--- src/design/brs_pkg.sv ---
// Purpose: shared constants for the backplane receive signaling output
// Assumes: one system clock, backplane clock sampled as a plain input
// Notes: timeslot and bit positions count from zero inside the design
package brs_pkg;
  localparam int FRAME_BITS_T1 = 193;
  localparam int FRAME_BITS_E1 = 256;
  localparam int CHANNELS_T1 = 24;
  localparam int CHANNELS_E1 = 32;
  localparam int TS_MAX = 256;
  localparam int CNT_W = 11;
  localparam int TS_W = 8;
  localparam int CH_W = 5;
  localparam int SIG_W = 4;
  // bit 5 of a timeslot is position 4 when counting from zero
  localparam logic [2:0] SIG_FIRST_POS = 3'h4;
  localparam logic IDLE_BIT = 1'b1;
  localparam logic [SIG_W-1:0] SIG_RESET = 4'h0;
  localparam int FIFO_DEPTH = 16;
  localparam int FIFO_W = CH_W + SIG_W;
  // backplane clock rate codes: line rate, 4.096, 8.192, 16.384 MHz
  localparam logic [1:0] RATE_LINE = 2'h0;
  localparam logic [1:0] RATE_4M = 2'h1;
  localparam logic [1:0] RATE_8M = 2'h2;
  localparam logic [1:0] RATE_16M = 2'h3;
  localparam int SYNC_STAGES = 2;
endpackage

--- src/design/brs_top.sv ---
// Purpose: backplane receive signaling serial output with frame pulse
// Assumes: backplane clock and frame pulse are pins, sampled twice
// Notes: pin outputs change only on a sampled backplane clock edge, except frame pulse enable, which follows fp_out_mode_i
`timescale 1ns/1ps
`default_nettype none
module brs_top #(
  parameter int FIFO_DEPTH_P = brs_pkg::FIFO_DEPTH
) (
  input wire logic clk_sys_i,                         // system clock, 100 MHz
  input wire logic rst_i,                             // async reset, active high
  input wire logic backplane_rx_clock_i,              // backplane clock pin
  input wire logic backplane_rx_frame_pulse_i,        // frame pulse pin, input side
  input wire logic sig_wr_valid_i,                    // signaling update valid
  input wire logic [brs_pkg::CH_W-1:0] sig_wr_channel_i, // channel of update
  input wire logic [brs_pkg::SIG_W-1:0] sig_wr_bits_i,   // new ABCD bits
  output logic sig_wr_ready_o,                        // update accepted
  input wire logic e1_mode_i,                         // 1 = E1, 0 = T1
  input wire logic [1:0] bp_rate_i,                   // backplane clock rate code
  input wire logic fp_out_mode_i,                     // frame pulse is an output
  input wire logic elastic_store_en_i,                // receive elastic store in use
  input wire logic sig_drive_en_i,                    // enable signaling driver
  input wire logic ts_gate_en_i,                      // timeslot-gated mode
  input wire logic [brs_pkg::TS_MAX-1:0] ts_enable_i, // timeslots this device drives
  output logic backplane_rx_signaling_out_o,          // signaling serial data
  output logic backplane_rx_signaling_oe_o,           // signaling driver enable
  output logic backplane_rx_frame_pulse_o,            // frame pulse data
  output logic backplane_rx_frame_pulse_oe_o          // frame pulse driver enable
);
  import brs_pkg::*;

  initial
  begin
    if (FIFO_DEPTH_P < 2)
      $error("brs_top: FIFO_DEPTH_P too small");
  end

  ////////////////////////////////////////////////////////////////////////
  // helpers

  function automatic logic [CNT_W-1:0] frame_len(input logic e1, input logic [1:0] rate);
    logic [CNT_W-1:0] len;
    len = CNT_W'(FRAME_BITS_E1) << rate; // 2048 wraps to 0, so len - 1 still ends the count at 2047
    if (rate == RATE_LINE && !e1)
      len = CNT_W'(FRAME_BITS_T1);
    return len;
  endfunction

  // T1 at line rate carries the framing bit first, ahead of timeslot 0
  function automatic logic [CNT_W-1:0] slot_offset(input logic [CNT_W-1:0] pos, input logic e1,
                                                   input logic [1:0] rate);
    logic [CNT_W-1:0] off;
    off = pos;
    if (rate == RATE_LINE && !e1)
      off = pos - 11'h001;
    return off;
  endfunction

  ////////////////////////////////////////////////////////////////////////
  // pin synchronisers

  logic bit_en;
  logic fp_lvl;

  brs_sync u_clk_sync (
    .clk_sys_i(clk_sys_i),
    .rst_i(rst_i),
    .async_i(backplane_rx_clock_i),
    .lvl_o(),
    .rise_o(bit_en)
  );

  brs_sync u_fp_sync (
    .clk_sys_i(clk_sys_i),
    .rst_i(rst_i),
    .async_i(backplane_rx_frame_pulse_i),
    .lvl_o(fp_lvl),
    .rise_o()
  );

  ////////////////////////////////////////////////////////////////////////
  // update buffer, drained one word per backplane bit

  logic fifo_valid;
  logic [FIFO_W-1:0] fifo_data;
  logic pop;

  // drain rate is tied to the backplane clock, so bursts back up here
  brs_fifo #(
    .WIDTH(FIFO_W),
    .DEPTH(FIFO_DEPTH_P)
  ) u_fifo (
    .clk_sys_i(clk_sys_i),
    .rst_i(rst_i),
    .in_valid_i(sig_wr_valid_i),
    .in_data_i({sig_wr_channel_i, sig_wr_bits_i}),
    .in_ready_o(sig_wr_ready_o),
    .out_valid_o(fifo_valid),
    .out_data_o(fifo_data),
    .out_ready_i(bit_en)
  );

  assign pop = fifo_valid && bit_en;

  ////////////////////////////////////////////////////////////////////////
  // per-channel signaling table

  logic [SIG_W-1:0] table_reg [CHANNELS_E1];
  logic [SIG_W-1:0] table_next [CHANNELS_E1];

  // values persist until updated, so each frame repeats them
  always_comb
  begin
    table_next = table_reg;
    if (pop)
      table_next[fifo_data[FIFO_W-1:SIG_W]] = fifo_data[SIG_W-1:0];
  end

  always_ff @(posedge clk_sys_i or posedge rst_i)
  begin
    if (rst_i)
    begin
      for (int i = 0; i < CHANNELS_E1; i++)
        table_reg[i] <= SIG_RESET;
    end
    else
    begin
      table_reg <= table_next;
    end
  end

  ////////////////////////////////////////////////////////////////////////
  // frame position and serial output

  logic [CNT_W-1:0] cnt_reg;
  logic [CNT_W-1:0] cnt_next;
  logic fp_prev_reg;
  logic fp_prev_next;
  logic sig_reg;
  logic sig_next;
  logic oe_reg;
  logic oe_next;
  logic fpo_reg;
  logic fpo_next;
  logic fpoe_reg;
  logic fpoe_next;
  logic align;
  logic [CNT_W-1:0] pos;
  logic [CNT_W-1:0] off;
  logic [TS_W-1:0] ts;
  logic [2:0] bitpos;
  logic [CH_W-1:0] ch;
  logic in_slot;
  logic ch_ok;
  logic sig_pos;
  logic ts_sel;
  logic [SIG_W-1:0] cur_bits;

  always_comb
  begin
    // wide input pulses align once, on their leading edge only
    align = bit_en && !fp_out_mode_i && elastic_store_en_i && fp_lvl && !fp_prev_reg;
    pos = align ? '0 : cnt_reg;
    off = slot_offset(pos, e1_mode_i, bp_rate_i);
    in_slot = !(bp_rate_i == RATE_LINE && !e1_mode_i && pos == '0);
    ts = off[CNT_W-1:3];
    bitpos = off[2:0];
    // byte interleave: each channel owns a run of 2^rate timeslots
    ch = CH_W'(ts >> bp_rate_i);
    ch_ok = e1_mode_i ? 1'b1 : (ch < CH_W'(CHANNELS_T1));
    sig_pos = in_slot && ch_ok && bitpos >= SIG_FIRST_POS;
    cur_bits = table_reg[ch];
    ts_sel = ts_enable_i[ts];

    cnt_next = cnt_reg;
    fp_prev_next = fp_prev_reg;
    sig_next = sig_reg;
    oe_next = oe_reg;
    fpo_next = fpo_reg;
    fpoe_next = fp_out_mode_i;
    if (bit_en)
    begin
      fp_prev_next = fp_lvl;
      cnt_next = (pos == frame_len(e1_mode_i, bp_rate_i) - 11'h001) ? '0 : pos + 11'h001;
      sig_next = sig_pos ? cur_bits[~bitpos[1:0]] : IDLE_BIT;
      oe_next = sig_drive_en_i;
      if (ts_gate_en_i && bp_rate_i != RATE_LINE)
        oe_next = sig_drive_en_i && in_slot && ts_sel;
      fpo_next = fp_out_mode_i && pos == '0;
    end
  end

  always_ff @(posedge clk_sys_i or posedge rst_i)
  begin
    if (rst_i)
    begin
      cnt_reg <= '0;
      fp_prev_reg <= 1'b0;
      sig_reg <= IDLE_BIT;
      oe_reg <= 1'b0;
      fpo_reg <= 1'b0;
      fpoe_reg <= 1'b0;
    end
    else
    begin
      cnt_reg <= cnt_next;
      fp_prev_reg <= fp_prev_next;
      sig_reg <= sig_next;
      oe_reg <= oe_next;
      fpo_reg <= fpo_next;
      fpoe_reg <= fpoe_next;
    end
  end

  assign backplane_rx_signaling_out_o = sig_reg;
  assign backplane_rx_signaling_oe_o = oe_reg;
  assign backplane_rx_frame_pulse_o = fpo_reg;
  assign backplane_rx_frame_pulse_oe_o = fpoe_reg;

  logic exp_bit;
  assign exp_bit = cur_bits[~bitpos[1:0]];
endmodule
`default_nettype wire

--- src/design/brs_sync.sv ---
// Purpose: two-stage synchroniser with rising-edge detect
// Assumes: input comes from outside the system clock domain
// Notes: the first stage feeds only the second stage
`timescale 1ns/1ps
`default_nettype none
module brs_sync (
  input wire logic clk_sys_i, // system clock
  input wire logic rst_i,     // async reset, active high
  input wire logic async_i,   // asynchronous level
  output logic lvl_o,         // synchronised level
  output logic rise_o         // one-cycle pulse on rising edge
);
  logic meta_reg;
  logic meta_next;
  logic sync_reg;
  logic sync_next;
  logic prev_reg;
  logic prev_next;

  always_comb
  begin
    meta_next = async_i;
    sync_next = meta_reg;
    prev_next = sync_reg;
  end

  always_ff @(posedge clk_sys_i or posedge rst_i)
  begin
    if (rst_i)
    begin
      meta_reg <= 1'b0;
      sync_reg <= 1'b0;
      prev_reg <= 1'b0;
    end
    else
    begin
      meta_reg <= meta_next;
      sync_reg <= sync_next;
      prev_reg <= prev_next;
    end
  end

  assign lvl_o = sync_reg;
  assign rise_o = sync_reg & ~prev_reg;
endmodule
`default_nettype wire

--- src/design/brs_fifo.sv ---
// Purpose: small synchronous FIFO for signaling updates
// Assumes: one clock; push and pop may coincide
// Notes: in_ready_o is registered so it can leave the block directly
`timescale 1ns/1ps
`default_nettype none
module brs_fifo #(
  parameter int WIDTH = 9,
  parameter int DEPTH = 16
) (
  input wire logic clk_sys_i,          // system clock
  input wire logic rst_i,              // async reset, active high
  input wire logic in_valid_i,         // write request
  input wire logic [WIDTH-1:0] in_data_i, // write data
  output logic in_ready_o,             // room available
  output logic out_valid_o,            // data available
  output logic [WIDTH-1:0] out_data_o, // head word
  input wire logic out_ready_i         // drain side takes head
);
  localparam int AW = $clog2(DEPTH);

  initial
  begin
    if (DEPTH < 2 || (1 << AW) != DEPTH)
      $error("brs_fifo: DEPTH must be a power of two, at least 2");
  end

  logic [WIDTH-1:0] mem_reg [DEPTH];
  logic [AW-1:0] wr_reg;
  logic [AW-1:0] wr_next;
  logic [AW-1:0] rd_reg;
  logic [AW-1:0] rd_next;
  logic [AW:0] cnt_reg;
  logic [AW:0] cnt_next;
  logic rdy_reg;
  logic rdy_next;
  logic push;
  logic pop;

  always_comb
  begin
    push = in_valid_i && rdy_reg;
    pop = out_valid_o && out_ready_i;
    wr_next = push ? wr_reg + 1'b1 : wr_reg;
    rd_next = pop ? rd_reg + 1'b1 : rd_reg;
    cnt_next = cnt_reg + {{AW{1'b0}}, push} - {{AW{1'b0}}, pop};
    rdy_next = cnt_next != (AW+1)'(DEPTH);
  end

  always_ff @(posedge clk_sys_i or posedge rst_i)
  begin
    if (rst_i)
    begin
      wr_reg <= '0;
      rd_reg <= '0;
      cnt_reg <= '0;
      rdy_reg <= 1'b0;
    end
    else
    begin
      wr_reg <= wr_next;
      rd_reg <= rd_next;
      cnt_reg <= cnt_next;
      rdy_reg <= rdy_next;
    end
  end

  // storage has no reset; only words behind the count are ever read
  always_ff @(posedge clk_sys_i)
  begin
    if (push)
      mem_reg[wr_reg] <= in_data_i;
  end

  assign in_ready_o = rdy_reg;
  assign out_valid_o = cnt_reg != '0;
  assign out_data_o = mem_reg[rd_reg];
endmodule
`default_nettype wire

--- config.mk ---
export PLATFORM = sky130hd
export DESIGN_NAME = brs_top
export DESIGN_NICKNAME = d
export VERILOG_FILES = /design/src/design/brs_pkg.sv /design/src/design/brs_top.sv /design/src/design/brs_sync.sv /design/src/design/brs_fifo.sv
export SDC_FILE = /design/constraint.sdc
export NUM_CORES = 1
export LEC_CHECK = 0
export ABC_AREA = 1
export BUFFER_PORTS_ARGS = -buffer_cell sky130_fd_sc_hd__buf_2
export CORE_MARGIN = 2
export CORE_UTILIZATION = 40
export CTS_BUF_LIST = sky130_fd_sc_hd__clkbuf_4 sky130_fd_sc_hd__clkbuf_8
export CTS_CLUSTER_DIAMETER = 80
export DETAILED_ROUTE_END_ITERATION = 10
export PLACE_DENSITY = 0.61
export SYNTH_ARGS = -nofsm -noshare
export SYNTH_HDL_FRONTEND = slang
export SYNTH_SLANG_ARGS = --single-unit
--- constraint.sdc ---
create_clock -name clk_sys_i -period 10.6 [get_ports clk_sys_i]
set_input_delay 2.12 -clock clk_sys_i [delete_from_list [all_inputs] [get_ports clk_sys_i]]
set_output_delay 2.12 -clock clk_sys_i [all_outputs]
set_load 0.1 [all_outputs]
==> flow_summary.json <==
{
  "status": "complete, no violations",
  "p_clk_frac": 0.223,
  "dp_hpwl_microns": 37200,
  "wl_met2_microns": 26300,
  "wl_per_cell_microns": 18.3,
  "hold_path.class": "flop to flop",
  "synth.distinct_cells": 47,
  "postLayoutSetupSlackWorst_ns": 4.78,
  "mostFrequentLayoutCells": "nand2_1 (620), nand3_1 (406), buf_2 (281)",
  "yosys.area.top_type": "edfxtp_1",
  "synth_nets": 2422,
  "start_util": 0.404,
  "first_pass_iters": 5,
  "die_area_sq_um": 43900,
  "finalHoldViolCount": 0,
  "cts_max_level": 2,
  "avgSynthCellArea_sq_um": 7.93,
  "critPathKind": "input pin to flop",
  "largest_register_ff_count": 144,
  "seq_power_share": 0.327,
  "cp_common_cell": "nand3_1",
  "drv_slew": 0,
  "antenna_left": 0,
  "leakagePower_nw": 8.81,
  "holdBufCountCts": 0,
  "pre_cts_ws_ns": 4.24,
  "syn_inst": 2131,
  "drive_gt1_frac": 0.185,
  "grt_pass1_vias": 15100,
  "peakVddDrop_v": 0.000189,
  "wl_met1_microns": 23200,
  "io_pins": 282,
  "vias_per_cell": 5.35,
  "wl_met3_microns": 2840,
  "synthArstFlopShare": 0.531,
  "slew_headroom": 0.238,
  "final_net_count": 2661,
  "grt_pass1_wl_microns": 82700,
  "fin_area_sq_um": 19700,
  "post_cts_buffers": 0,
  "yosys_warnings": 0,
  "drv_cap": 0,
  "tightest_slew_ns": 1.14,
  "cpPeakStageDelay_ns": 0.88,
  "timing.hold.ws_ns": 0.336,
  "die_y_microns": 210,
  "clkTransAtPathRegs_ns": 0.06,
  "ys.flop_type": "dfrtp_1",
  "seq_area_sq_um": 8410,
  "cts-root-buf": "clkbuf_8",
  "multi_input_area_sq_um": 7310,
  "place_area_sq_um": 18600,
  "crit_required_ns": 11.13,
  "row_count": 75,
  "crit_fanout": 68,
  "tritoncts": "yes",
  "netlist_area_sq_um": 16900,
  "comb_power_share": 0.451,
  "grt_max_degree": 99,
  "layout.cells.most_common": "nand2_1",
  "fmax_mhz": 172,
  "core_area_sq_um": 41900,
  "post-route-min-period_ns": 5.82,
  "cp-start-kind": "input pin",
  "grt_usage": 0.239,
  "overflow": 0,
  "synthToLayoutAreaGrowth_pct": 16.9,
  "fin_total_pwr_mw": 5.16,
  "p_sw_mw": 2.31,
  "clock_latency_ns": 0.62,
  "highest_layer": "met4",
  "cts_made_buffers": 52,
  "crit_family": "simple AND/OR/NAND/NOR gates",
  "nFillCells": 4190,
  "cts_max_path_buffers": 3,
  "clock-sinks": 307,
  "drtIter0Drc": 1492,
  "swShare": 0.448,
  "power_density_nw_per_um2": 261,
  "fin_worst_skew_ns": 0.0438,
  "fin_crit_sh": 0.549,
  "gp_congestion": 0.929,
  "die_width_microns": 210,
  "synth_edf_count": 144,
  "antenna_found_initial": 3,
  "drcViolationCount": 0,
  "setup_viol": 0,
  "cp_slowest_cell": "nand2_2",
  "final.setup.tns_ns": 0,
  "arrival_ns": 6.35,
  "crit_buf_inv": 7,
  "end_kind": "flop",
  "synth_top_area_share": 0.256,
  "drt_wl_total_microns": 53900,
  "synth_area_leaders": "edfxtp_1 (26%), dfrtp_1 (24%), nand2_1 (14%)",
  "cts_resized": 0,
  "ys_seq_elements": 307,
  "port_buffers": 281,
  "internal-power_mw": 2.85,
  "rsz0062_at_grt": "false",
  "yosysSeqAreaShare": 0.497,
  "vias": 15800
}
==> layout make-up <==
class	instances	area share
Antenna cell	2	0.000253
Clock buffer	77	0.0483
Inverter	180	0.0348
Tap cell	539	0.0341
Sequential cell	307	0.426
Clock inverter	18	0.00925
Multi-Input combinational cell	1532	0.370
Timing Repair Buffer	297	0.0773
==> synthesized netlist by cell type (all sizes together), types with 16 or more instances <==
| cell type | count |
|---|---|
| buf | 65 |
| clkbuf | 47 |
| dfrtp | 162 |
| edfxtp | 144 |
| inv | 177 |
| nand2 | 637 |
| nand3 | 411 |
| nor2 | 140 |
| o21ai | 224 |
| o221ai | 24 |
| o22ai | 17 |
| xor2 | 16 |
==> path summary, 6_finish.rpt <==
path	from	end	slack, ns	cells after the start
setup / recovery	fp_out_mode_i	backplane_rx_signaling_out_o	4.78	27
hold / removal	u_fp_sync.meta_reg	u_fp_sync.lvl_o	0.34	0
setup reg to reg	u_clk_sync.prev_reg	backplane_rx_signaling_out_o	6.00	26
hold reg to reg	u_fp_sync.meta_reg	u_fp_sync.lvl_o	0.34	0
max in group asynchronous	rst_i	table_reg[43]	7.44	3
min in group asynchronous	rst_i	table_reg[95]	1.69	2
==> stage by stage <==
stage,instances,util
2_1_floorplan,2131,-
3_3_place_gp,2855,0.445
3_5_place_dp,2855,0.445
4_1_cts,2950,0.472
5_1_grt,2951,0.472
6_report,2952,0.472
==> layer usage <==
layer | GRT usage | vias to the layer above
li1 | - | 7626
met1 | 0.312 | 7507
met2 | 0.414 | 561
met3 | 0.0275 | 96
met4 | 0.0805 | 0
met5 | 0 | -
==> power by group through the flow <==
stage	Clock [mW]	Sequential, mW	Combinational [mW]
floorplan	0	1.68	1.60
global placement	0	1.70	2.29
detailed placement	0	1.70	2.32
CTS	1.18	1.68	2.33
global route	1.22	1.71	2.59
finish	1.15	1.68	2.32
==> cells by family after synthesis <==
kind of cell | count (synthesis) | synth area share
buffers and inverters | 292 | 0.0706
and+or+nand+nor | 1207 | 0.313
adders and majority gates | 14 | 0.0108
AOI/OAI and AO/OA | 293 | 0.0973
xor gates and xnor gates | 18 | 0.0109
DFF | 307 | 0.497
Note: power is estimated with default switching activity, not from simulation.
